`src/include/panel_map.svh`:
```
// panel_map.svh: constants for the front-panel menu controller.
// assumes inclusion by both design files and the bench.
`ifndef PANEL_MAP_SVH
`define PANEL_MAP_SVH

`define CLK_HZ 50_000_000
`define LIGHT_MIN 10
`define LIGHT_CYCLES (64'(`LIGHT_MIN) * 60 * `CLK_HZ)
`define SPLASH_MS 3000
`define SPLASH_CYCLES (`SPLASH_MS * (`CLK_HZ / 1000))
`define FLASH_HALF_MS 250
`define FLASH_HALF_CYCLES (`FLASH_HALF_MS * (`CLK_HZ / 1000))
`define MASTER_CODE 16'h2301
`define PW_DIGITS 4
`define DIGIT_MAX 4'h9
`define LANG_ENGLISH 3'h1
`define LANG_COUNT 3'h5
`define ITEM_COUNT 3'h6
`define PAR_COUNT 3'h5

`endif

```
`src/include/panel_pkg.sv`:
```
// panel_pkg.sv: types shared by the panel controller.
// assumes panel_map.svh defines the numeric constants.
package panel_pkg;
  typedef enum logic [1:0] {
    led_off,
    led_green,
    led_orange
  } led_t;

  typedef enum logic [3:0] {
    st_splash,
    st_measure,
    st_main,
    st_view,
    st_param,
    st_lang,
    st_opt_enable,
    st_opt_pwact,
    st_opt_pnact,
    st_pw_entry,
    st_pw_prompt
  } menu_t;

  // top-level main menu items
  typedef enum logic [2:0] {
    m_devinfo,
    m_netinfo,
    m_status,
    m_param,
    m_lang,
    m_service
  } main_item_t;
endpackage

```
`src/design/link_led.sv`:
```
// link_led.sv: one port link led driver, steady green on link, orange flash on activity.
// assumes link and activity inputs are synchronous to i_clock.
`timescale 1ns/1ns
`include "panel_map.svh"
module link_led #(
  parameter int FLASH_HALF = `FLASH_HALF_CYCLES
) (
  input wire logic i_clock,
  input wire logic i_rst,
  input wire logic i_ce,
  input wire logic i_link,
  input wire logic i_activity,
  output panel_pkg::led_t o_led,
  output logic o_link_flag
);
  logic [24:0] cnt_reg, cnt_next;
  logic phase_reg, phase_next;
  panel_pkg::led_t led_reg, led_next;
  logic flag_reg, flag_next;

  always_comb begin
    cnt_next = cnt_reg;
    phase_next = phase_reg;
    if (cnt_reg >= 25'(FLASH_HALF - 1)) begin
      cnt_next = 25'h000_0000;
      phase_next = ~phase_reg;
    end else begin
      cnt_next = cnt_reg + 25'h000_0001;
    end
    // led and display flag come from the same link term, cleared next cycle on loss
    flag_next = i_link;
    if (!i_link) begin
      led_next = panel_pkg::led_off;
    end else if (i_activity) begin
      led_next = phase_reg ? panel_pkg::led_orange : panel_pkg::led_off;
    end else begin
      led_next = panel_pkg::led_green;
    end
  end

  always_ff @(posedge i_clock or posedge i_rst) begin
    if (i_rst) begin
      cnt_reg <= 25'h000_0000;
      phase_reg <= 1'b0;
      led_reg <= panel_pkg::led_off;
      flag_reg <= 1'b0;
    end else if (i_ce) begin
      cnt_reg <= cnt_next;
      phase_reg <= phase_next;
      led_reg <= led_next;
      flag_reg <= flag_next;
    end
  end

  assign o_led = led_reg;
  assign o_link_flag = flag_reg;
endmodule

```
`src/design/panel_ctrl.sv`:
```
// panel_ctrl.sv: front-panel menu, parameter enabling, password and led controller.
// assumes buttons are one-cycle synchronous pulses already debounced.
//
// How it works
// - bus led flashes orange while node identification runs.
// - port link led steady green while its physical link exists.
// - each link led agrees with the link flag shown on the display.
// - link led flashes orange while frames move on that port.
// - up and down step to previous or next item at current level.
// - enter descends into or confirms the selected item.
// - escape returns exactly one menu level upward.
// - any button lights the display for ten minutes after last press.
// - value entry composes digits; save with enter stores the value.
// - step-back with enter discards the last digit.
// - in option lists enter makes highlighted option active.
// - identification screen for seconds, then measurement window.
// - information, status and service menus ignore edits.
// - local enabling defaults off; on inverts display, allows edits.
// - enabling on drops network participation until switched off.
// - network parameter set kept aside while local edits apply.
// - enabling off rejoins; controller download overwrites local edits.
// - password activation only while enabled; set password locks changes.
// - password is four decimal digits via value entry.
// - master code grants access regardless of user password.
// - reset to defaults restores factory values and English at once.
// - participant activation defaults on; off keeps switch forwarding.
// - bus led steady green while cyclic exchange runs with participation on and enabling off.
`timescale 1ns/1ns
`include "panel_map.svh"
module panel_ctrl #(
  parameter longint LIGHT_TIME = `LIGHT_CYCLES,
  parameter int SPLASH_TIME = `SPLASH_CYCLES,
  parameter int FLASH_HALF = `FLASH_HALF_CYCLES,
  parameter int PAR_W = 16
) (
  input wire logic i_clock,
  input wire logic i_rst,
  input wire logic i_ce,
  input wire logic i_btn_up,
  input wire logic i_btn_down,
  input wire logic i_btn_enter,
  input wire logic i_btn_esc,
  input wire logic i_port_in_link,
  input wire logic i_port_out_link,
  input wire logic i_port_in_activity,
  input wire logic i_port_out_activity,
  input wire logic i_wave_active,
  input wire logic i_data_exchange,
  input wire logic i_net_par_valid,
  input wire logic [PAR_W-1:0] i_net_par,
  output panel_pkg::led_t o_bus_led,
  output panel_pkg::led_t o_port_in_led,
  output panel_pkg::led_t o_port_out_led,
  output logic o_port_in_link_flag,
  output logic o_port_out_link_flag,
  output logic o_backlight,
  output logic o_display_inverted,
  output panel_pkg::menu_t o_menu,
  output logic [2:0] o_cursor,
  output logic o_participant_en,
  output logic o_switch_forward,
  output logic [PAR_W-1:0] o_work_par,
  output logic [2:0] o_language,
  output logic o_pw_locked
);
  // ---------------------------------------------------------------
  // port link leds
  // ---------------------------------------------------------------
  link_led #(.FLASH_HALF(FLASH_HALF)) u_in_led (
    .i_clock(i_clock), .i_rst(i_rst), .i_ce(i_ce),
    .i_link(i_port_in_link), .i_activity(i_port_in_activity),
    .o_led(o_port_in_led), .o_link_flag(o_port_in_link_flag)
  );
  link_led #(.FLASH_HALF(FLASH_HALF)) u_out_led (
    .i_clock(i_clock), .i_rst(i_rst), .i_ce(i_ce),
    .i_link(i_port_out_link), .i_activity(i_port_out_activity),
    .o_led(o_port_out_led), .o_link_flag(o_port_out_link_flag)
  );

  // ---------------------------------------------------------------
  // state
  // ---------------------------------------------------------------
  logic any_btn;
  assign any_btn = i_btn_up | i_btn_down | i_btn_enter | i_btn_esc;

  panel_pkg::menu_t menu_reg, menu_next;
  logic [2:0] cur_reg, cur_next;
  logic [31:0] timer_reg, timer_next;
  logic [35:0] light_reg, light_next;
  logic lit_reg, lit_next;
  logic enable_reg, enable_next;
  logic pwact_reg, pwact_next;
  logic pnact_reg, pnact_next;
  logic unlocked_reg, unlocked_next;
  logic [15:0] pw_reg, pw_next;
  logic [15:0] entry_reg, entry_next;
  logic [2:0] ndig_reg, ndig_next;
  logic [3:0] digit_reg, digit_next;
  logic pw_set_mode_reg, pw_set_mode_next;
  logic [PAR_W-1:0] net_reg, net_next;
  logic [PAR_W-1:0] work_reg, work_next;
  logic [2:0] lang_reg, lang_next;
  logic [24:0] fl_reg, fl_next;
  logic ph_reg, ph_next;
  panel_pkg::led_t bus_reg, bus_next;
  logic part_reg, part_next;
  logic lock_reg, lock_next;
  logic edit_ok;
  logic [2:0] n_items;

  // edits need local enabling and, with a password active, a valid entry
  assign edit_ok = enable_reg && (!pwact_reg || unlocked_reg);

  // ---------------------------------------------------------------
  // menu and parameter logic
  // ---------------------------------------------------------------
  always_comb begin
    menu_next = menu_reg;
    cur_next = cur_reg;
    timer_next = timer_reg;
    enable_next = enable_reg;
    pwact_next = pwact_reg;
    pnact_next = pnact_reg;
    unlocked_next = unlocked_reg;
    pw_next = pw_reg;
    entry_next = entry_reg;
    ndig_next = ndig_reg;
    digit_next = digit_reg;
    pw_set_mode_next = pw_set_mode_reg;
    net_next = net_reg;
    work_next = work_reg;
    lang_next = lang_reg;
    n_items = (menu_reg == panel_pkg::st_main) ? `ITEM_COUNT :
              (menu_reg == panel_pkg::st_param) ? `PAR_COUNT : `LANG_COUNT;
    // network set always tracked; working set follows it only when on-line
    if (i_net_par_valid) begin
      net_next = i_net_par;
      if (!enable_reg) begin
        work_next = i_net_par;
      end
    end
    case (menu_reg)
      panel_pkg::st_splash: begin
        if (timer_reg >= 32'(SPLASH_TIME - 1)) begin
          menu_next = panel_pkg::st_measure;
          timer_next = 32'h0000_0000;
        end else begin
          timer_next = timer_reg + 32'h0000_0001;
        end
      end
      panel_pkg::st_measure: begin
        if (i_btn_enter) begin
          menu_next = panel_pkg::st_main;
          cur_next = 3'h0;
        end
      end
      panel_pkg::st_main, panel_pkg::st_param, panel_pkg::st_lang: begin
        if (i_btn_up) begin
          cur_next = (cur_reg == 3'h0) ? n_items - 3'h1 : cur_reg - 3'h1;
        end else if (i_btn_down) begin
          cur_next = (cur_reg == n_items - 3'h1) ? 3'h0 : cur_reg + 3'h1;
        end else if (i_btn_esc) begin
          // one level up: submenus to main, main to measurement
          menu_next = (menu_reg == panel_pkg::st_main) ? panel_pkg::st_measure : panel_pkg::st_main;
          cur_next = (menu_reg == panel_pkg::st_param) ? 3'(panel_pkg::m_param) :
                     (menu_reg == panel_pkg::st_lang) ? 3'(panel_pkg::m_lang) : 3'h0;
        end else if (i_btn_enter) begin
          cur_next = 3'h0;
          if (menu_reg == panel_pkg::st_lang) begin
            lang_next = cur_reg;
            menu_next = panel_pkg::st_main;
            cur_next = 3'(panel_pkg::m_lang);
          end else if (menu_reg == panel_pkg::st_main) begin
            if (cur_reg == 3'(panel_pkg::m_param)) begin
              menu_next = panel_pkg::st_param;
            end else if (cur_reg == 3'(panel_pkg::m_lang)) begin
              menu_next = panel_pkg::st_lang;
              cur_next = lang_reg;
            end else begin
              menu_next = panel_pkg::st_view;
            end
          end else if (cur_reg == 3'h0) begin
            menu_next = panel_pkg::st_opt_enable;
            cur_next = {2'h0, enable_reg};
          end else if (cur_reg == 3'h1) begin
            menu_next = panel_pkg::st_opt_pwact;
            cur_next = {2'h0, pwact_reg};
          end else if (cur_reg == 3'h2) begin
            if (edit_ok) begin
              menu_next = panel_pkg::st_pw_entry;
              pw_set_mode_next = 1'b1;
              entry_next = 16'h0000;
              ndig_next = 3'h0;
              digit_next = 4'h0;
            end
          end else if (cur_reg == 3'h3) begin
            if (edit_ok) begin
              // factory values at once, no prompt
              work_next = '0;
              lang_next = `LANG_ENGLISH;
              pnact_next = 1'b1;
              pwact_next = 1'b0;
            end
            cur_next = 3'h3;
          end else begin
            menu_next = panel_pkg::st_opt_pnact;
            cur_next = {2'h0, pnact_reg};
          end
        end
      end
      panel_pkg::st_view: begin
        // read-only pages: only escape has an effect
        if (i_btn_esc) begin
          menu_next = panel_pkg::st_main;
        end
      end
      panel_pkg::st_opt_enable, panel_pkg::st_opt_pwact, panel_pkg::st_opt_pnact: begin
        if (i_btn_up || i_btn_down) begin
          cur_next = {2'h0, ~cur_reg[0]};
        end else if (i_btn_esc) begin
          menu_next = panel_pkg::st_param;
          cur_next = 3'h0;
        end else if (i_btn_enter) begin
          menu_next = panel_pkg::st_param;
          cur_next = 3'h0;
          if (menu_reg == panel_pkg::st_opt_enable) begin
            if (cur_reg[0] && pwact_reg && !unlocked_reg) begin
              enable_next = 1'b1;
              menu_next = panel_pkg::st_pw_prompt;
              pw_set_mode_next = 1'b0;
              entry_next = 16'h0000;
              ndig_next = 3'h0;
              digit_next = 4'h0;
            end else begin
              enable_next = cur_reg[0];
              if (!cur_reg[0]) begin
                unlocked_next = 1'b0;
                work_next = net_reg;
              end
            end
          end else if (menu_reg == panel_pkg::st_opt_pwact) begin
            if (edit_ok) begin
              pwact_next = cur_reg[0];
            end
          end else if (edit_ok) begin
            pnact_next = cur_reg[0];
          end
        end
      end
      panel_pkg::st_pw_entry, panel_pkg::st_pw_prompt: begin
        // cursor 0 digit, 1 step back, 2 save
        if (i_btn_up) begin
          if (cur_reg == 3'h0) begin
            digit_next = (digit_reg == `DIGIT_MAX) ? 4'h0 : digit_reg + 4'h1;
          end
          cur_next = (cur_reg == 3'h0) ? 3'h2 : cur_reg - 3'h1;
        end else if (i_btn_down) begin
          cur_next = (cur_reg == 3'h2) ? 3'h0 : cur_reg + 3'h1;
        end else if (i_btn_esc) begin
          menu_next = panel_pkg::st_param;
          cur_next = 3'h0;
        end else if (i_btn_enter) begin
          if (cur_reg == 3'h0 && ndig_reg < 3'(`PW_DIGITS)) begin
            entry_next = {entry_reg[11:0], digit_reg};
            ndig_next = ndig_reg + 3'h1;
            digit_next = 4'h0;
          end else if (cur_reg == 3'h1 && ndig_reg != 3'h0) begin
            entry_next = {4'h0, entry_reg[15:4]};
            ndig_next = ndig_reg - 3'h1;
          end else if (cur_reg == 3'h2 && ndig_reg == 3'(`PW_DIGITS)) begin
            cur_next = 3'h0;
            entry_next = 16'h0000;
            ndig_next = 3'h0;
            if (pw_set_mode_reg) begin
              pw_next = entry_reg;
              menu_next = panel_pkg::st_param;
            end else if (entry_reg == pw_reg || entry_reg == `MASTER_CODE) begin
              unlocked_next = 1'b1;
              menu_next = panel_pkg::st_param;
            end else begin
              unlocked_next = 1'b0;
            end
          end
        end
      end
      default: menu_next = panel_pkg::st_splash;
    endcase
    // registered so these outputs leave straight from flops
    part_next = pnact_next & ~enable_next;
    lock_next = pwact_next & ~unlocked_next;
  end

  // ---------------------------------------------------------------
  // illumination and bus led
  // ---------------------------------------------------------------
  always_comb begin
    light_next = light_reg;
    lit_next = lit_reg;
    if (any_btn) begin
      light_next = 36'h0_0000_0000;
      lit_next = 1'b1;
    end else if (lit_reg) begin
      if (light_reg >= 36'(LIGHT_TIME - 1)) begin
        lit_next = 1'b0;
      end else begin
        light_next = light_reg + 36'h0_0000_0001;
      end
    end
    fl_next = (fl_reg >= 25'(FLASH_HALF - 1)) ? 25'h000_0000 : fl_reg + 25'h000_0001;
    ph_next = (fl_reg >= 25'(FLASH_HALF - 1)) ? ~ph_reg : ph_reg;
    if (i_wave_active) begin
      bus_next = ph_reg ? panel_pkg::led_orange : panel_pkg::led_off;
    end else if (enable_reg || !pnact_reg) begin
      bus_next = panel_pkg::led_off;
    end else if (i_data_exchange) begin
      bus_next = panel_pkg::led_green;
    end else begin
      bus_next = ph_reg ? panel_pkg::led_green : panel_pkg::led_off;
    end
  end

  always_ff @(posedge i_clock or posedge i_rst) begin
    if (i_rst) begin
      menu_reg <= panel_pkg::st_splash;
      cur_reg <= 3'h0;
      timer_reg <= 32'h0000_0000;
      light_reg <= 36'h0_0000_0000;
      lit_reg <= 1'b1;
      enable_reg <= 1'b0;
      pwact_reg <= 1'b0;
      pnact_reg <= 1'b1;
      unlocked_reg <= 1'b0;
      pw_reg <= 16'h0000;
      entry_reg <= 16'h0000;
      ndig_reg <= 3'h0;
      digit_reg <= 4'h0;
      pw_set_mode_reg <= 1'b0;
      net_reg <= '0;
      work_reg <= '0;
      lang_reg <= `LANG_ENGLISH;
      fl_reg <= 25'h000_0000;
      ph_reg <= 1'b0;
      bus_reg <= panel_pkg::led_off;
      part_reg <= 1'b1;
      lock_reg <= 1'b0;
    end else if (i_ce) begin
      menu_reg <= menu_next;
      cur_reg <= cur_next;
      timer_reg <= timer_next;
      light_reg <= light_next;
      lit_reg <= lit_next;
      enable_reg <= enable_next;
      pwact_reg <= pwact_next;
      pnact_reg <= pnact_next;
      unlocked_reg <= unlocked_next;
      pw_reg <= pw_next;
      entry_reg <= entry_next;
      ndig_reg <= ndig_next;
      digit_reg <= digit_next;
      pw_set_mode_reg <= pw_set_mode_next;
      net_reg <= net_next;
      work_reg <= work_next;
      lang_reg <= lang_next;
      fl_reg <= fl_next;
      ph_reg <= ph_next;
      bus_reg <= bus_next;
      part_reg <= part_next;
      lock_reg <= lock_next;
    end
  end

  // ---------------------------------------------------------------
  // outputs, all from flip-flops except the constant switch forward
  // ---------------------------------------------------------------
  assign o_bus_led = bus_reg;
  assign o_backlight = lit_reg;
  assign o_display_inverted = enable_reg;
  assign o_menu = menu_reg;
  assign o_cursor = cur_reg;
  assign o_participant_en = part_reg;
  assign o_switch_forward = 1'b1;
  assign o_work_par = work_reg;
  assign o_language = lang_reg;
  assign o_pw_locked = lock_reg;
endmodule

```
`config.mk`:
```
export PLATFORM = sky130hd
export DESIGN_NAME = panel_ctrl
export DESIGN_NICKNAME = d
export VERILOG_FILES = /design/src/include/panel_pkg.sv /design/src/design/link_led.sv /design/src/design/panel_ctrl.sv
export VERILOG_INCLUDE_DIRS = /design/src /design/src/include
export SDC_FILE = /design/constraint.sdc
export NUM_CORES = 1
export LEC_CHECK = 0
export ABC_AREA = 1
export BUFFER_PORTS_ARGS = -buffer_cell sky130_fd_sc_hd__buf_2
export CORE_MARGIN = 2
export CORE_UTILIZATION = 57
export CTS_CLUSTER_DIAMETER = 80
export DETAILED_ROUTE_END_ITERATION = 8
export GPL_ROUTABILITY_DRIVEN = 0
export PLACE_DENSITY_LB_ADDON = 0.05
export SLEW_MARGIN = 20
export SYNTH_ARGS = -nofsm -noshare
export SYNTH_HDL_FRONTEND = slang
export SYNTH_SLANG_ARGS = --single-unit
```
`constraint.sdc`:
```
create_clock -name i_clock -period 11.15 [get_ports i_clock]
set_clock_uncertainty 0.2 [all_clocks]
set_input_delay 1.6725 -clock i_clock [delete_from_list [all_inputs] [get_ports i_clock]]
set_output_delay 1.6725 -clock i_clock [all_outputs]
set_load 0.05 [all_outputs]
```
Yosys cells after proc, flatten, opt, wreduce, memory -nomap -nowiden. Index checks and enable logic that the tools add are counted. Widths: inputs -> output; s select.

Bits in registers: 243. Latch bits: 0. Bits in writable memories: 0. ROM bits: 0. Bits of input ports: 30. Output and inout bits: 39. Word-level logic and storage cells: 419. Memories: 0.

Add/sub/neg operators: 11. Multiply operators: 0. Div/mod/pow operators: 0. $lt $le $gt $ge: 6. Eq/ne operators: 66. Shifts and indexed selects: 0. Mux-type cells: 252. Bitwise gates (word level): 16. Reduce and logical (&&, ||, !) cells: 38.

Operator list (number): $mux 16 (41); $mux 4 (50); $mux 3 (54); $mux 36 (3); $mux 1 (76); $add 25x1->25 const B (3); $ge 25x24->1 const B (3); $mux 25 (3); $ne 2x2->1 const B (26); $pmux 16 s3 (1); $reduce_and 22->1 (2); $add 36x1->36 const B (1); $ge 36x35->1 const B (1); $ne 3x3->1 const B (11); $add 32x1->32 const B (1); $ge 32x28->1 const B (1); $mux 32 (1); $pmux 16 s2 (1); $mux 2 (14); $ne 5x5->1 const B (5); $pmux 4 s6 (1); $reduce_and 18->1 (1); $reduce_and 17->1 (1); $eq 16x14->1 const B (1); 38 further kinds (87).

Depth between registers and ports, before layout. Gate-level depths: netlist (run 1).

Word-level depth: 16. Gate-level depth with buffers: 15. Depth with buffers taken out: 15.

Hierarchy. A second synthesis (run 1) with hierarchy kept.

Cell total of the unflattened synthesis: 2236. Area, all modules: 15746.4 µm².

Modules (own cells, without submodules): panel_ctrl (times used 1, cells each 1700, area each 11922.7 µm², seq. area each 4634.4 µm²); link_led (times used 2, cells each 268, area each 1911.8 µm², seq. area each 725.7 µm²).

Least setup slack after synthesis (run 1). Ideal clock, no wire load.

Path kind: in2reg. From: input i_btn_up. To: register light_reg[13]. Setup time: 0.117 ns. Arrival: 2.938 ns. Data required time: 10.833 ns. Setup slack: 7.895 ns. Stages on the path: 9. Buffers on the path: 3. Path through: buf_2 > nor2_4 > nand2_1 > nor2_2 > nand2_1 > buf_2 > buf_2 > nand3_1 > nand2_1.

Word-level cells in the longest chain between the ends: 5. Elaborated cells on any way between the ends: 7. Classes of those cells: eq/ne (1); mux (1); bitwise (3); reduce/logical (2).

Ends and longest elaborated chain: start: declaration (RTL line panel_ctrl.sv:39) `input wire logic i_btn_up,`; $or 1x1->1 (*) (3 in a row) (RTL line panel_ctrl.sv:84) `assign any_btn = i_btn_up | i_btn_down | i_btn_enter | i_btn_esc;`; $ne 2x2->1 (no source line) / $reduce_bool 2->1 (equally long branches); $reduce_and 3->1 (no source line); end signal: assignment (RTL line panel_ctrl.sv:350) `light_reg <= light_next;`; end: declaration (RTL line panel_ctrl.sv:89) `logic [35:0] light_reg, light_next;`.

Every way passes the cells marked *; elsewhere a longest branch is shown, timed or not. A chain may end at the register's enable or synchronous reset.

Final worst setup path (run 1).
From: register cur_reg[0], in the netlist o_cursor[0]. To: register pw_reg[14].

Word-level cells in the longest chain between the ends: 4. Elaborated cells on any way between the ends: 9. Classes of those cells: eq/ne (2); bitwise (2); reduce/logical (5).

Ends and longest elaborated chain: start: declaration (RTL line panel_ctrl.sv:87) `logic [2:0] cur_reg, cur_next;`; start signal: assignment (RTL line panel_ctrl.sv:348) `cur_reg <= cur_next;`; $eq 3x1->1 / $logic_not 3->1 (equally long branches) (RTL line panel_ctrl.sv:267, panel_ctrl.sv:263); $logic_and 1x1->1 (on tied branches) (RTL line panel_ctrl.sv:267, panel_ctrl.sv:263); $not 1->1 (no source line); $reduce_and 10->1 (no source line) (*); end signal: assignment (RTL line panel_ctrl.sv:356) `pw_reg <= pw_next;`; end: declaration (RTL line panel_ctrl.sv:95) `logic [15:0] pw_reg, pw_next;`.

Marks and branches as above.

==> impl_metrics.prom, run 1 <==
# TYPE chip_impl_metric gauge
chip_impl_info{name="outcome",value="finished clean"} 1
chip_impl_metric{name="layout_worst_path_cycle_share",unit="%"} 34.0
chip_impl_info{name="synth.most_common_cell",value="sky130_fd_sc_hd__nand2_1"} 1
chip_impl_metric{name="route.detailed.vias_per_inst",unit=""} 5.42
chip_impl_metric{name="grt_overflow_total",unit=""} 0
chip_impl_info{name="unrepaired_setup_endpoints_after_global_routing",value="false"} 1
chip_impl_info{name="hold_class",value="flip-flop to flip-flop"} 1
chip_impl_metric{name="ys.warnings.count",unit=""} 0
chip_impl_metric{name="drt-pass1-iter-count",unit=""} 5
chip_impl_metric{name="power.internal",unit="mW"} 1.77
chip_impl_metric{name="cts_buffer_depth",unit=""} 3
chip_impl_metric{name="hold_depth",unit=""} 2
chip_impl_metric{name="power.net_switching",unit="mW"} 1.13
chip_impl_metric{name="floorplan.die_area",unit="um2"} 27400
chip_impl_metric{name="antenna_violating_nets_post_route",unit=""} 0
chip_impl_metric{name="synth-seq-area-share",unit="%"} 40.9
chip_impl_metric{name="fp-row-count",unit=""} 59
chip_impl_metric{name="route.vias.total",unit=""} 13664
chip_impl_metric{name="postSynthCellCount",unit=""} 2128
chip_impl_metric{name="grt_first_pass_wirelength",unit="um"} 61500
chip_impl_metric{name="postCtsResizedCells",unit=""} 0
chip_impl_metric{name="p_clk_share",unit="%"} 30.5
chip_impl_metric{name="fin_crit",unit="ns"} 3.80
chip_impl_metric{name="cts_buffers",unit=""} 27
chip_impl_info{name="synth_ff_type",value="sky130_fd_sc_hd__dfrtp_1"} 1
chip_impl_metric{name="place.port_buffers",unit=""} 67
chip_impl_metric{name="drive_above_1_share",unit="%"} 7.64
chip_impl_metric{name="clock.fmax",unit="MHz"} 263
chip_impl_metric{name="flow.area_growth_from_synthesis",unit="%"} 9.18
chip_impl_metric{name="cts_htree_levels",unit=""} 1
chip_impl_metric{name="hold_viol_final",unit=""} 0
chip_impl_metric{name="post-layout-total-power",unit="mW"} 2.91
chip_impl_metric{name="p_per_area",unit="nW/um2"} 179
chip_impl_metric{name="drt_first_iter_violations",unit=""} 1110
chip_impl_info{name="synthTopCellsByCount",value="sky130_fd_sc_hd__nand2_1, sky130_fd_sc_hd__nor2_1, sky130_fd_sc_hd__dfrtp_1"} 1
chip_impl_metric{name="timing_worst_slew_pin_value",unit="ns"} 1.04
chip_impl_metric{name="yosysUniqueCellTypes",unit=""} 49
chip_impl_metric{name="headroom_to_the_max_slew_limit",unit="%"} 30.3
chip_impl_metric{name="critical_path_arrival",unit="ns"} 4.02
chip_impl_metric{name="floorplan.initialDensity",unit="%"} 57.5
chip_impl_metric{name="synth.cell_area",unit="um2"} 14900
chip_impl_info{name="tritoncts",value="built"} 1
chip_impl_metric{name="grt_start_max_net_pins",unit=""} 129
chip_impl_metric{name="regToRegSetupSlack",unit="ns"} 7.35
chip_impl_metric{name="combined_global_route_utilization_of_all_metal_layers",unit="%"} 26.9
chip_impl_metric{name="comb_power_share",unit="%"} 31.0
chip_impl_metric{name="max-cap-violations",unit=""} 0
chip_impl_metric{name="clock_sink_total",unit=""} 243
chip_impl_info{name="cts_root_buffer",value="sky130_fd_sc_hd__clkbuf_16"} 1
chip_impl_info{name="min_from",value="timer_reg[31]$_DFFE_PP0P_"} 1
chip_impl_metric{name="cts_hold_repair.buffers",unit=""} 0
chip_impl_info{name="crit_type",value="flip-flop to flip-flop"} 1
chip_impl_metric{name="synthesis.area_per_instance",unit="um2"} 6.99
chip_impl_metric{name="antenna_violations_before_repair",unit=""} 1
chip_impl_info{name="post-synth-top-area-cell",value="sky130_fd_sc_hd__dfrtp_1"} 1
chip_impl_info{name="timing.rr.end",value="pw_reg[14]$_DFFE_PP0P_"} 1
chip_impl_metric{name="crit_path_max_incr_delay",unit="ns"} 0.74
chip_impl_info{name="critical-path-slowest-cell",value="sky130_fd_sc_hd__nand3_1"} 1
chip_impl_metric{name="place_hpwl",unit="um"} 25100
chip_impl_metric{name="synth_async_sr_flop_share",unit="%"} 100
chip_impl_metric{name="cts_setup_buffers",unit=""} 0
chip_impl_metric{name="wl_per_cell",unit="um"} 14.4
chip_impl_metric{name="nets",unit=""} 2212
chip_impl_metric{name="finalWirelength",unit="um"} 36400
chip_impl_metric{name="data_required_critical_path",unit="ns"} 11.38
chip_impl_metric{name="synth_edf_count",unit=""} 0
chip_impl_info{name="worstSetupEndpointType",value="flip-flop"} 1
chip_impl_info{name="worst_r2r_start",value="o_cursor[0]$_DFFE_PP0P_"} 1
chip_impl_metric{name="first_global_vias",unit=""} 12994
chip_impl_metric{name="fp.dieH",unit="um"} 165
chip_impl_metric{name="static-leakage-power",unit="nW"} 7.69
chip_impl_metric{name="p_sw_share",unit="%"} 39.0
chip_impl_metric{name="timing.critical_path.fanout_max",unit=""} 32
chip_impl_info{name="critical_path.startpoint_type",value="flip-flop"} 1
chip_impl_metric{name="register_clock_pin_slew_on_the_reported_worst_setup_and_hold_paths",unit="ns"} 0.06
chip_impl_metric{name="flip_flop_count_of_the_largest_register_after_layout",unit=""} 36
chip_impl_metric{name="seq_power_share",unit="%"} 38.5
chip_impl_metric{name="setup_violation_total_in_the_final_timing_report",unit=""} 0
chip_impl_metric{name="slew_viol_final",unit=""} 0
chip_impl_metric{name="top_ports",unit=""} 69
chip_impl_info{name="worstHoldEndpoint",value="timer_reg[31]$_DFFE_PP0P_"} 1
chip_impl_metric{name="rr_worst_depth",unit=""} 11
chip_impl_metric{name="insertion_delay",unit="ns"} 0.55
chip_impl_metric{name="drc",unit=""} 0
chip_impl_metric{name="fin_hold_ws",unit="ns"} 0.272
chip_impl_metric{name="die_width",unit="um"} 165
chip_impl_metric{name="vdd_drop_max",unit="V"} 0.000139
chip_impl_metric{name="synth-seq-cells",unit=""} 243
chip_impl_metric{name="synth_top_cell_area_share",unit="%"} 40.2
chip_impl_metric{name="setup-tns-final",unit="ns"} 0
chip_impl_info{name="synth_area_leaders",value="sky130_fd_sc_hd__dfrtp_1, sky130_fd_sc_hd__nand2_1, sky130_fd_sc_hd__nor2_1"} 1
chip_impl_metric{name="total_core_area",unit="um2"} 25800
chip_impl_info{name="cp_cell_instances",value="inv_2, ha_1, inv_1, nor2_4, nand2_2, inv_2, nor2_1, inv_1, nor3_1, nand3_1, o21ai_0"} 1
chip_impl_metric{name="synthesis.nets",unit=""} 2174
[cell usage in the layout, fill, tap and decap left out, types with 3 or more instances in the layout]
cell | Yosys | routed
sky130_fd_sc_hd__nand2_1 | 634 | 634
sky130_fd_sc_hd__nor2_1 | 298 | 298
sky130_fd_sc_hd__dfrtp_1 | 239 | 239
sky130_fd_sc_hd__inv_1 | 222 | 221
sky130_fd_sc_hd__nand3_1 | 144 | 144
sky130_fd_sc_hd__o21ai_0 | 112 | 112
sky130_fd_sc_hd__a21oi_1 | 82 | 82
sky130_fd_sc_hd__xor2_1 | 70 | 70
sky130_fd_sc_hd__buf_2 | 15 | 66
sky130_fd_sc_hd__nand4_1 | 54 | 54
sky130_fd_sc_hd__nor3_1 | 51 | 51
sky130_fd_sc_hd__clkbuf_16 | 0 | 27
sky130_fd_sc_hd__xnor2_1 | 24 | 24
sky130_fd_sc_hd__ha_1 | 16 | 16
sky130_fd_sc_hd__a22oi_1 | 13 | 13
sky130_fd_sc_hd__clkbuf_1 | 30 | 12
sky130_fd_sc_hd__o21ai_2 | 10 | 10
sky130_fd_sc_hd__or2_2 | 9 | 9
sky130_fd_sc_hd__nor2_2 | 7 | 7
sky130_fd_sc_hd__inv_2 | 6 | 7
sky130_fd_sc_hd__nand2_2 | 7 | 7
sky130_fd_sc_hd__o211ai_1 | 7 | 7
sky130_fd_sc_hd__nor3b_1 | 7 | 7
sky130_fd_sc_hd__clkbuf_8 | 0 | 7
sky130_fd_sc_hd__buf_4 | 5 | 7
sky130_fd_sc_hd__nor2_4 | 5 | 5
sky130_fd_sc_hd__and3_1 | 4 | 4
sky130_fd_sc_hd__nand3b_1 | 4 | 4
sky130_fd_sc_hd__a31oi_1 | 4 | 4
sky130_fd_sc_hd__dfstp_2 | 4 | 4
sky130_fd_sc_hd__nor4_1 | 3 | 3
sky130_fd_sc_hd__o21a_1 | 3 | 3
sky130_fd_sc_hd__o21ai_1 | 3 | 3
sky130_fd_sc_hd__o22ai_1 | 3 | 3
[worst max-delay path, delay by kind of cell (launching register included)]
| family | cells | cell delay (ns) |
|---|---|---|
| simple gates | 5 | 1.51 |
| compound gates | 1 | 0.50 |
| buf+inv | 4 | 0.57 |
| flops | 1 | 0.57 |
| fa+ha+maj | 1 | 0.30 |
[power by group through the flow]
stage                     Clock [mW]  Sequential, mW  Combinational, mW
after floorplan                    0            1.23              0.593
after global placement             0            1.13              0.882
after detailed placement           0            1.13              0.895
after CTS                      0.902            1.12              0.898
after global routing           0.941            1.14               1.01
final                          0.885            1.12              0.902
[layer usage]
layer / global-route usage, % / wire length [um]
met5: 0 / 0
met4: 6.94 / 795
met1: 36.2 / 16500
met3: 3.62 / 1560
met2: 46.1 / 17500
[cell type report]
type | instances | area [um2]
Fill cell | 2409 | 9610
Multi-Input combinational cell | 1589 | 7580
Sequential cell | 243 | 6090
Inverter | 232 | 881
Clock buffer | 46 | 817
Tap cell | 335 | 419
Timing Repair Buffer | 73 | 383
Clock inverter | 4 | 60.1
Antenna cell | 1 | 2.50
[stage by stage]
stage,util [%],area (um2),setup WS (ns),cells
floorplan,-,14900,2.61,2128
global placement,59.4,15300,7.02,2472
detailed placement,59.4,15300,6.84,2472
CTS,62.8,16200,7.37,2522
global route,62.8,16200,7.00,2522
finish,62.8,16200,7.35,2523
[worst max-delay path by stage]
stage,endpoint,slack (ns),depth (start not counted),startpoint
after floorplan,digit_reg[0]$_DFFE_PP0P_,2.61,1,i_rst
after global placement,light_reg[10]$_DFFE_PP0P_,7.02,6,i_ce
after detailed placement,pw_reg[14]$_DFFE_PP0P_,6.84,8,i_btn_esc
after CTS,pw_reg[14]$_DFFE_PP0P_,7.37,11,o_cursor[0]$_DFFE_PP0P_
after global routing,pw_reg[15]$_DFFE_PP0P_,7.00,11,o_cursor[0]$_DFFE_PP0P_
final,pw_reg[14]$_DFFE_PP0P_,7.35,11,o_cursor[0]$_DFFE_PP0P_
[cell families after synthesis]
group                    Yosys count  synth area share [%]
AND/OR/NAND/NOR                 1232                  34.9
adder cells (fa/ha/maj)           16                  1.35
XOR/XNOR                          94                  5.54
other                              1                0.0252
AO/OA/AOI/OAI                    246                  9.15
flip-flops                       243                  40.9
buffers and inverters            296                  8.06
(Power assumes the default switching activity.)
==> run 2, diff against run 1 <==
==> constraint.sdc (replaced) <==
create_clock -name i_clock -period 3.49 [get_ports i_clock]
set_clock_uncertainty 0.2 [all_clocks]
set_input_delay 0.5235 -clock i_clock [delete_from_list [all_inputs] [get_ports i_clock]]
set_output_delay 0.5235 -clock i_clock [all_outputs]
set_load 0.05 [all_outputs]
==> run 2 against run 1 <==
Effect of this change:
- combinational power grew to 3.2 times the previous value
- via count shrank 0.21%
- flip-flop and latch count is the same
- critical endpoint is now entry_reg[15]$_DFFE_PP0P_
- largest power group unchanged
==> impl_metrics.prom, run 2 (synthesis gave the netlist of run 1 again) <==
# TYPE chip_impl_metric gauge
chip_impl_info{name="cpLargestDelayFamily",value="simple AND/OR/NAND/NOR gates"} 1
chip_impl_metric{name="vdd_drop_max",unit="V"} 0.000398
chip_impl_metric{name="fp.dieH",unit="um"} 165
chip_impl_metric{name="static-leakage-power",unit="nW"} 7.82
chip_impl_info{name="tritoncts",value="built"} 1
chip_impl_metric{name="drive_above_1_share",unit="%"} 8.48
chip_impl_metric{name="critical_path_arrival",unit="ns"} 3.17
chip_impl_metric{name="data_required_critical_path",unit="ns"} 3.75
chip_impl_metric{name="place_hpwl",unit="um"} 25800
chip_impl_metric{name="finalWirelength",unit="um"} 36100
chip_impl_metric{name="place.port_buffers",unit=""} 67
chip_impl_metric{name="flow.area_growth_from_synthesis",unit="%"} 10.9
chip_impl_metric{name="antenna_violations_before_repair",unit=""} 0
chip_impl_info{name="worstHoldEndpoint",value="u_in_led.o_link_flag$_DFFE_PP0P_"} 1
chip_impl_metric{name="die_width",unit="um"} 165
chip_impl_metric{name="number_of_instances_in_the_placed_design",unit=""} 2484
chip_impl_metric{name="grt_overflow_total",unit=""} 0
chip_impl_metric{name="grt_first_pass_wirelength",unit="um"} 60600
chip_impl_metric{name="cts_htree_levels",unit=""} 1
chip_impl_info{name="crit_type",value="flip-flop to flip-flop"} 1
chip_impl_metric{name="rr_worst_depth",unit=""} 14
chip_impl_metric{name="hold_depth",unit=""} 3
chip_impl_metric{name="flip_flop_count_of_the_largest_register_after_layout",unit=""} 36
chip_impl_metric{name="top_ports",unit=""} 69
chip_impl_metric{name="final_cells",unit=""} 2540
chip_impl_metric{name="layout_worst_path_cycle_share",unit="%"} 83.4
chip_impl_metric{name="cts_buffer_depth",unit=""} 3
chip_impl_info{name="min_from",value="i_port_in_link"} 1
chip_impl_metric{name="route.detailed.vias_per_inst",unit=""} 5.37
chip_impl_metric{name="slew_viol_final",unit=""} 0
chip_impl_info{name="most-common-layout-cells",value="sky130_fd_sc_hd__nand2_1, sky130_fd_sc_hd__nor2_1, sky130_fd_sc_hd__dfrtp_1, sky130_fd_sc_hd__inv_1, sky130_fd_sc_hd__nand3_1"} 1
chip_impl_info{name="most_common_cell_after_layout_fill_and_taps_aside",value="sky130_fd_sc_hd__nand2_1"} 1
chip_impl_metric{name="dp_slack",unit="ns"} 0.590
chip_impl_metric{name="setup-tns-final",unit="ns"} 0
chip_impl_info{name="timing.rr.end",value="entry_reg[15]$_DFFE_PP0P_"} 1
chip_impl_metric{name="antenna-diode-count",unit=""} 0
chip_impl_metric{name="clock.fmax",unit="MHz"} 344
chip_impl_info{name="worstSetupEndpointType",value="flip-flop"} 1
chip_impl_metric{name="clock_sink_total",unit=""} 243
chip_impl_metric{name="design_area",unit="um2"} 16500
chip_impl_metric{name="cp_num_buf_inv",unit=""} 4
chip_impl_metric{name="cts_buffers",unit=""} 28
chip_impl_metric{name="headroom_to_the_max_slew_limit",unit="%"} 42.1
chip_impl_info{name="outcome",value="finished clean"} 1
chip_impl_metric{name="timing.critical_path.fanout_max",unit=""} 38
chip_impl_metric{name="floorplan.die_area",unit="um2"} 27400
chip_impl_info{name="critical-path-slowest-cell",value="sky130_fd_sc_hd__dfrtp_1"} 1
chip_impl_metric{name="timing_worst_slew_pin_value",unit="ns"} 0.867
chip_impl_metric{name="first_global_vias",unit=""} 12678
chip_impl_info{name="worst_r2r_start",value="o_cursor[0]$_DFFE_PP0P_"} 1
chip_impl_metric{name="total_core_area",unit="um2"} 25800
chip_impl_metric{name="insertion_delay",unit="ns"} 0.54
chip_impl_info{name="cts_root_buffer",value="sky130_fd_sc_hd__clkbuf_16"} 1
chip_impl_info{name="cp_cell_instances",value="inv_2, ha_1, inv_1, nor2_4, nand2_2, inv_2, nor2_1, nand2_1, a21oi_1, nor2_1, nand3_2, buf_4, nand2_1, o21ai_0"} 1
chip_impl_metric{name="drt_first_iter_violations",unit=""} 1007
chip_impl_metric{name="register_clock_pin_slew_on_the_reported_worst_setup_and_hold_paths",unit="ns"} 0.06
chip_impl_metric{name="hold_viol_final",unit=""} 0
chip_impl_metric{name="wl_per_cell",unit="um"} 14.2
chip_impl_metric{name="place_area",unit="um2"} 15500
chip_impl_metric{name="drt-pass1-iter-count",unit=""} 5
chip_impl_metric{name="drc",unit=""} 0
chip_impl_metric{name="setup_violation_total_in_the_final_timing_report",unit=""} 0
chip_impl_metric{name="route.vias.total",unit=""} 13635
chip_impl_metric{name="crit_path_max_incr_delay",unit="ns"} 0.49
chip_impl_metric{name="n_fill_cell",unit=""} 2439
chip_impl_metric{name="max-cap-violations",unit=""} 0
chip_impl_info{name="unrepaired_setup_endpoints_after_global_routing",value="false"} 1
chip_impl_metric{name="antenna_violating_nets_post_route",unit=""} 0
chip_impl_metric{name="grt_start_max_net_pins",unit=""} 62
chip_impl_metric{name="nets",unit=""} 2229
chip_impl_info{name="critical_path.startpoint_type",value="flip-flop"} 1
chip_impl_metric{name="combined_global_route_utilization_of_all_metal_layers",unit="%"} 26.7
chip_impl_metric{name="floorplan.initialDensity",unit="%"} 57.5
chip_impl_metric{name="regToRegSetupSlack",unit="ns"} 0.58
chip_impl_info{name="hold_class",value="input pin to flip-flop"} 1
chip_impl_metric{name="fp-row-count",unit=""} 59
chip_impl_metric{name="cts_setup_buffers",unit=""} 0
chip_impl_metric{name="p_per_area",unit="nW/um2"} 572
chip_impl_metric{name="fin_crit",unit="ns"} 2.91
chip_impl_metric{name="setup_slack",unit="ns"} 0.579
==> run 2: cell types whose count changed in the layout (fill, tap and decap cells not counted), sizes merged <==
cell	previous run	this run
buf	73	85
clkbuf	46	43
inv	231	230
clkinv	4	9
clkinvlp	0	1
diode	1	0
dlygate4sd3	0	4
==> run 2: worst max path at each step <==
stage | startpoint | to | slack [ns] | depth (start not counted)
after floorplan | i_rst | digit_reg[0]$_DFFE_PP0P_ | -0.42 | 1
after global placement | o_cursor[0]$_DFFE_PP0P_ | entry_reg[12]$_DFFE_PP0P_ | 0.72 | 13
after detailed placement | o_cursor[0]$_DFFE_PP0P_ | ndig_reg[2]$_DFFE_PP0P_ | 0.59 | 13
after CTS | o_cursor[0]$_DFFE_PP0P_ | entry_reg[15]$_DFFE_PP0P_ | 0.58 | 14
after global routing | o_cursor[0]$_DFFE_PP0P_ | entry_reg[14]$_DFFE_PP0P_ | 0.25 | 14
final | o_cursor[0]$_DFFE_PP0P_ | entry_reg[15]$_DFFE_PP0P_ | 0.58 | 14
==> run 2: metal layers <==
layer / vias to the layer above / track usage, % / part of all wire, %
li1: 6912 / - / -
met1: 6315 / 36.1 / 46
met2: 336 / 45.7 / 47
met3: 72 / 3.00 / 4.1
met4: 0 / 6.97 / 2.7
met5: - / 0 / 0
==> run 2: per-stage QoR <==
step	hold slack (ns)	util [%]	power, mW
after global placement	0.251	60.0	6.45
after global routing	0.0484	63.8	10.0
after CTS	0.00621	63.8	9.47
after detailed placement	0.254	60.0	6.50
after floorplan	0.237	-	5.82
final	0.0293	63.8	9.43
==> run 2: cell type report <==
cell class	instances	area [um2]	share of cell area (%)
Sequential cell	243	6090	36.9
Tap cell	335	419	2.54
Clock inverter	9	91.3	0.554
Inverter	232	877	5.32
Timing Repair Buffer	89	576	3.49
Multi-Input combinational cell	1589	7580	46.0
Clock buffer	43	847	5.14
==> run 2: worst reg2reg max path: stages, from the launching register on <==
cell and delay [ns]:
sky130_fd_sc_hd__dfrtp_1 0.49, sky130_fd_sc_hd__inv_2 0.17, sky130_fd_sc_hd__ha_1 0.28, sky130_fd_sc_hd__inv_1 0.14
sky130_fd_sc_hd__nor2_4 0.07, sky130_fd_sc_hd__nand2_2 0.36, sky130_fd_sc_hd__inv_2 0.11, sky130_fd_sc_hd__nor2_1 0.16
sky130_fd_sc_hd__nand2_1 0.06, sky130_fd_sc_hd__a21oi_1 0.13, sky130_fd_sc_hd__nor2_1 0.07, sky130_fd_sc_hd__nand3_2 0.05
sky130_fd_sc_hd__buf_4 0.35, sky130_fd_sc_hd__nand2_1 0.10, sky130_fd_sc_hd__o21ai_0 0.09
==> run 2: repair_timing <==
item | CTS | global route
gates resized for setup | 0 | 0
hold buffers | 4 | 0
setup endpoints to repair | 0 | 0
endpoints found under the hold margin | 27 | 0
==> run 2: where the power goes <==
part	internal (mW)	switching, mW	total [mW]
registers	3.19	0.381	3.57
clock network	1.75	1.19	2.94
logic	0.844	2.08	2.92
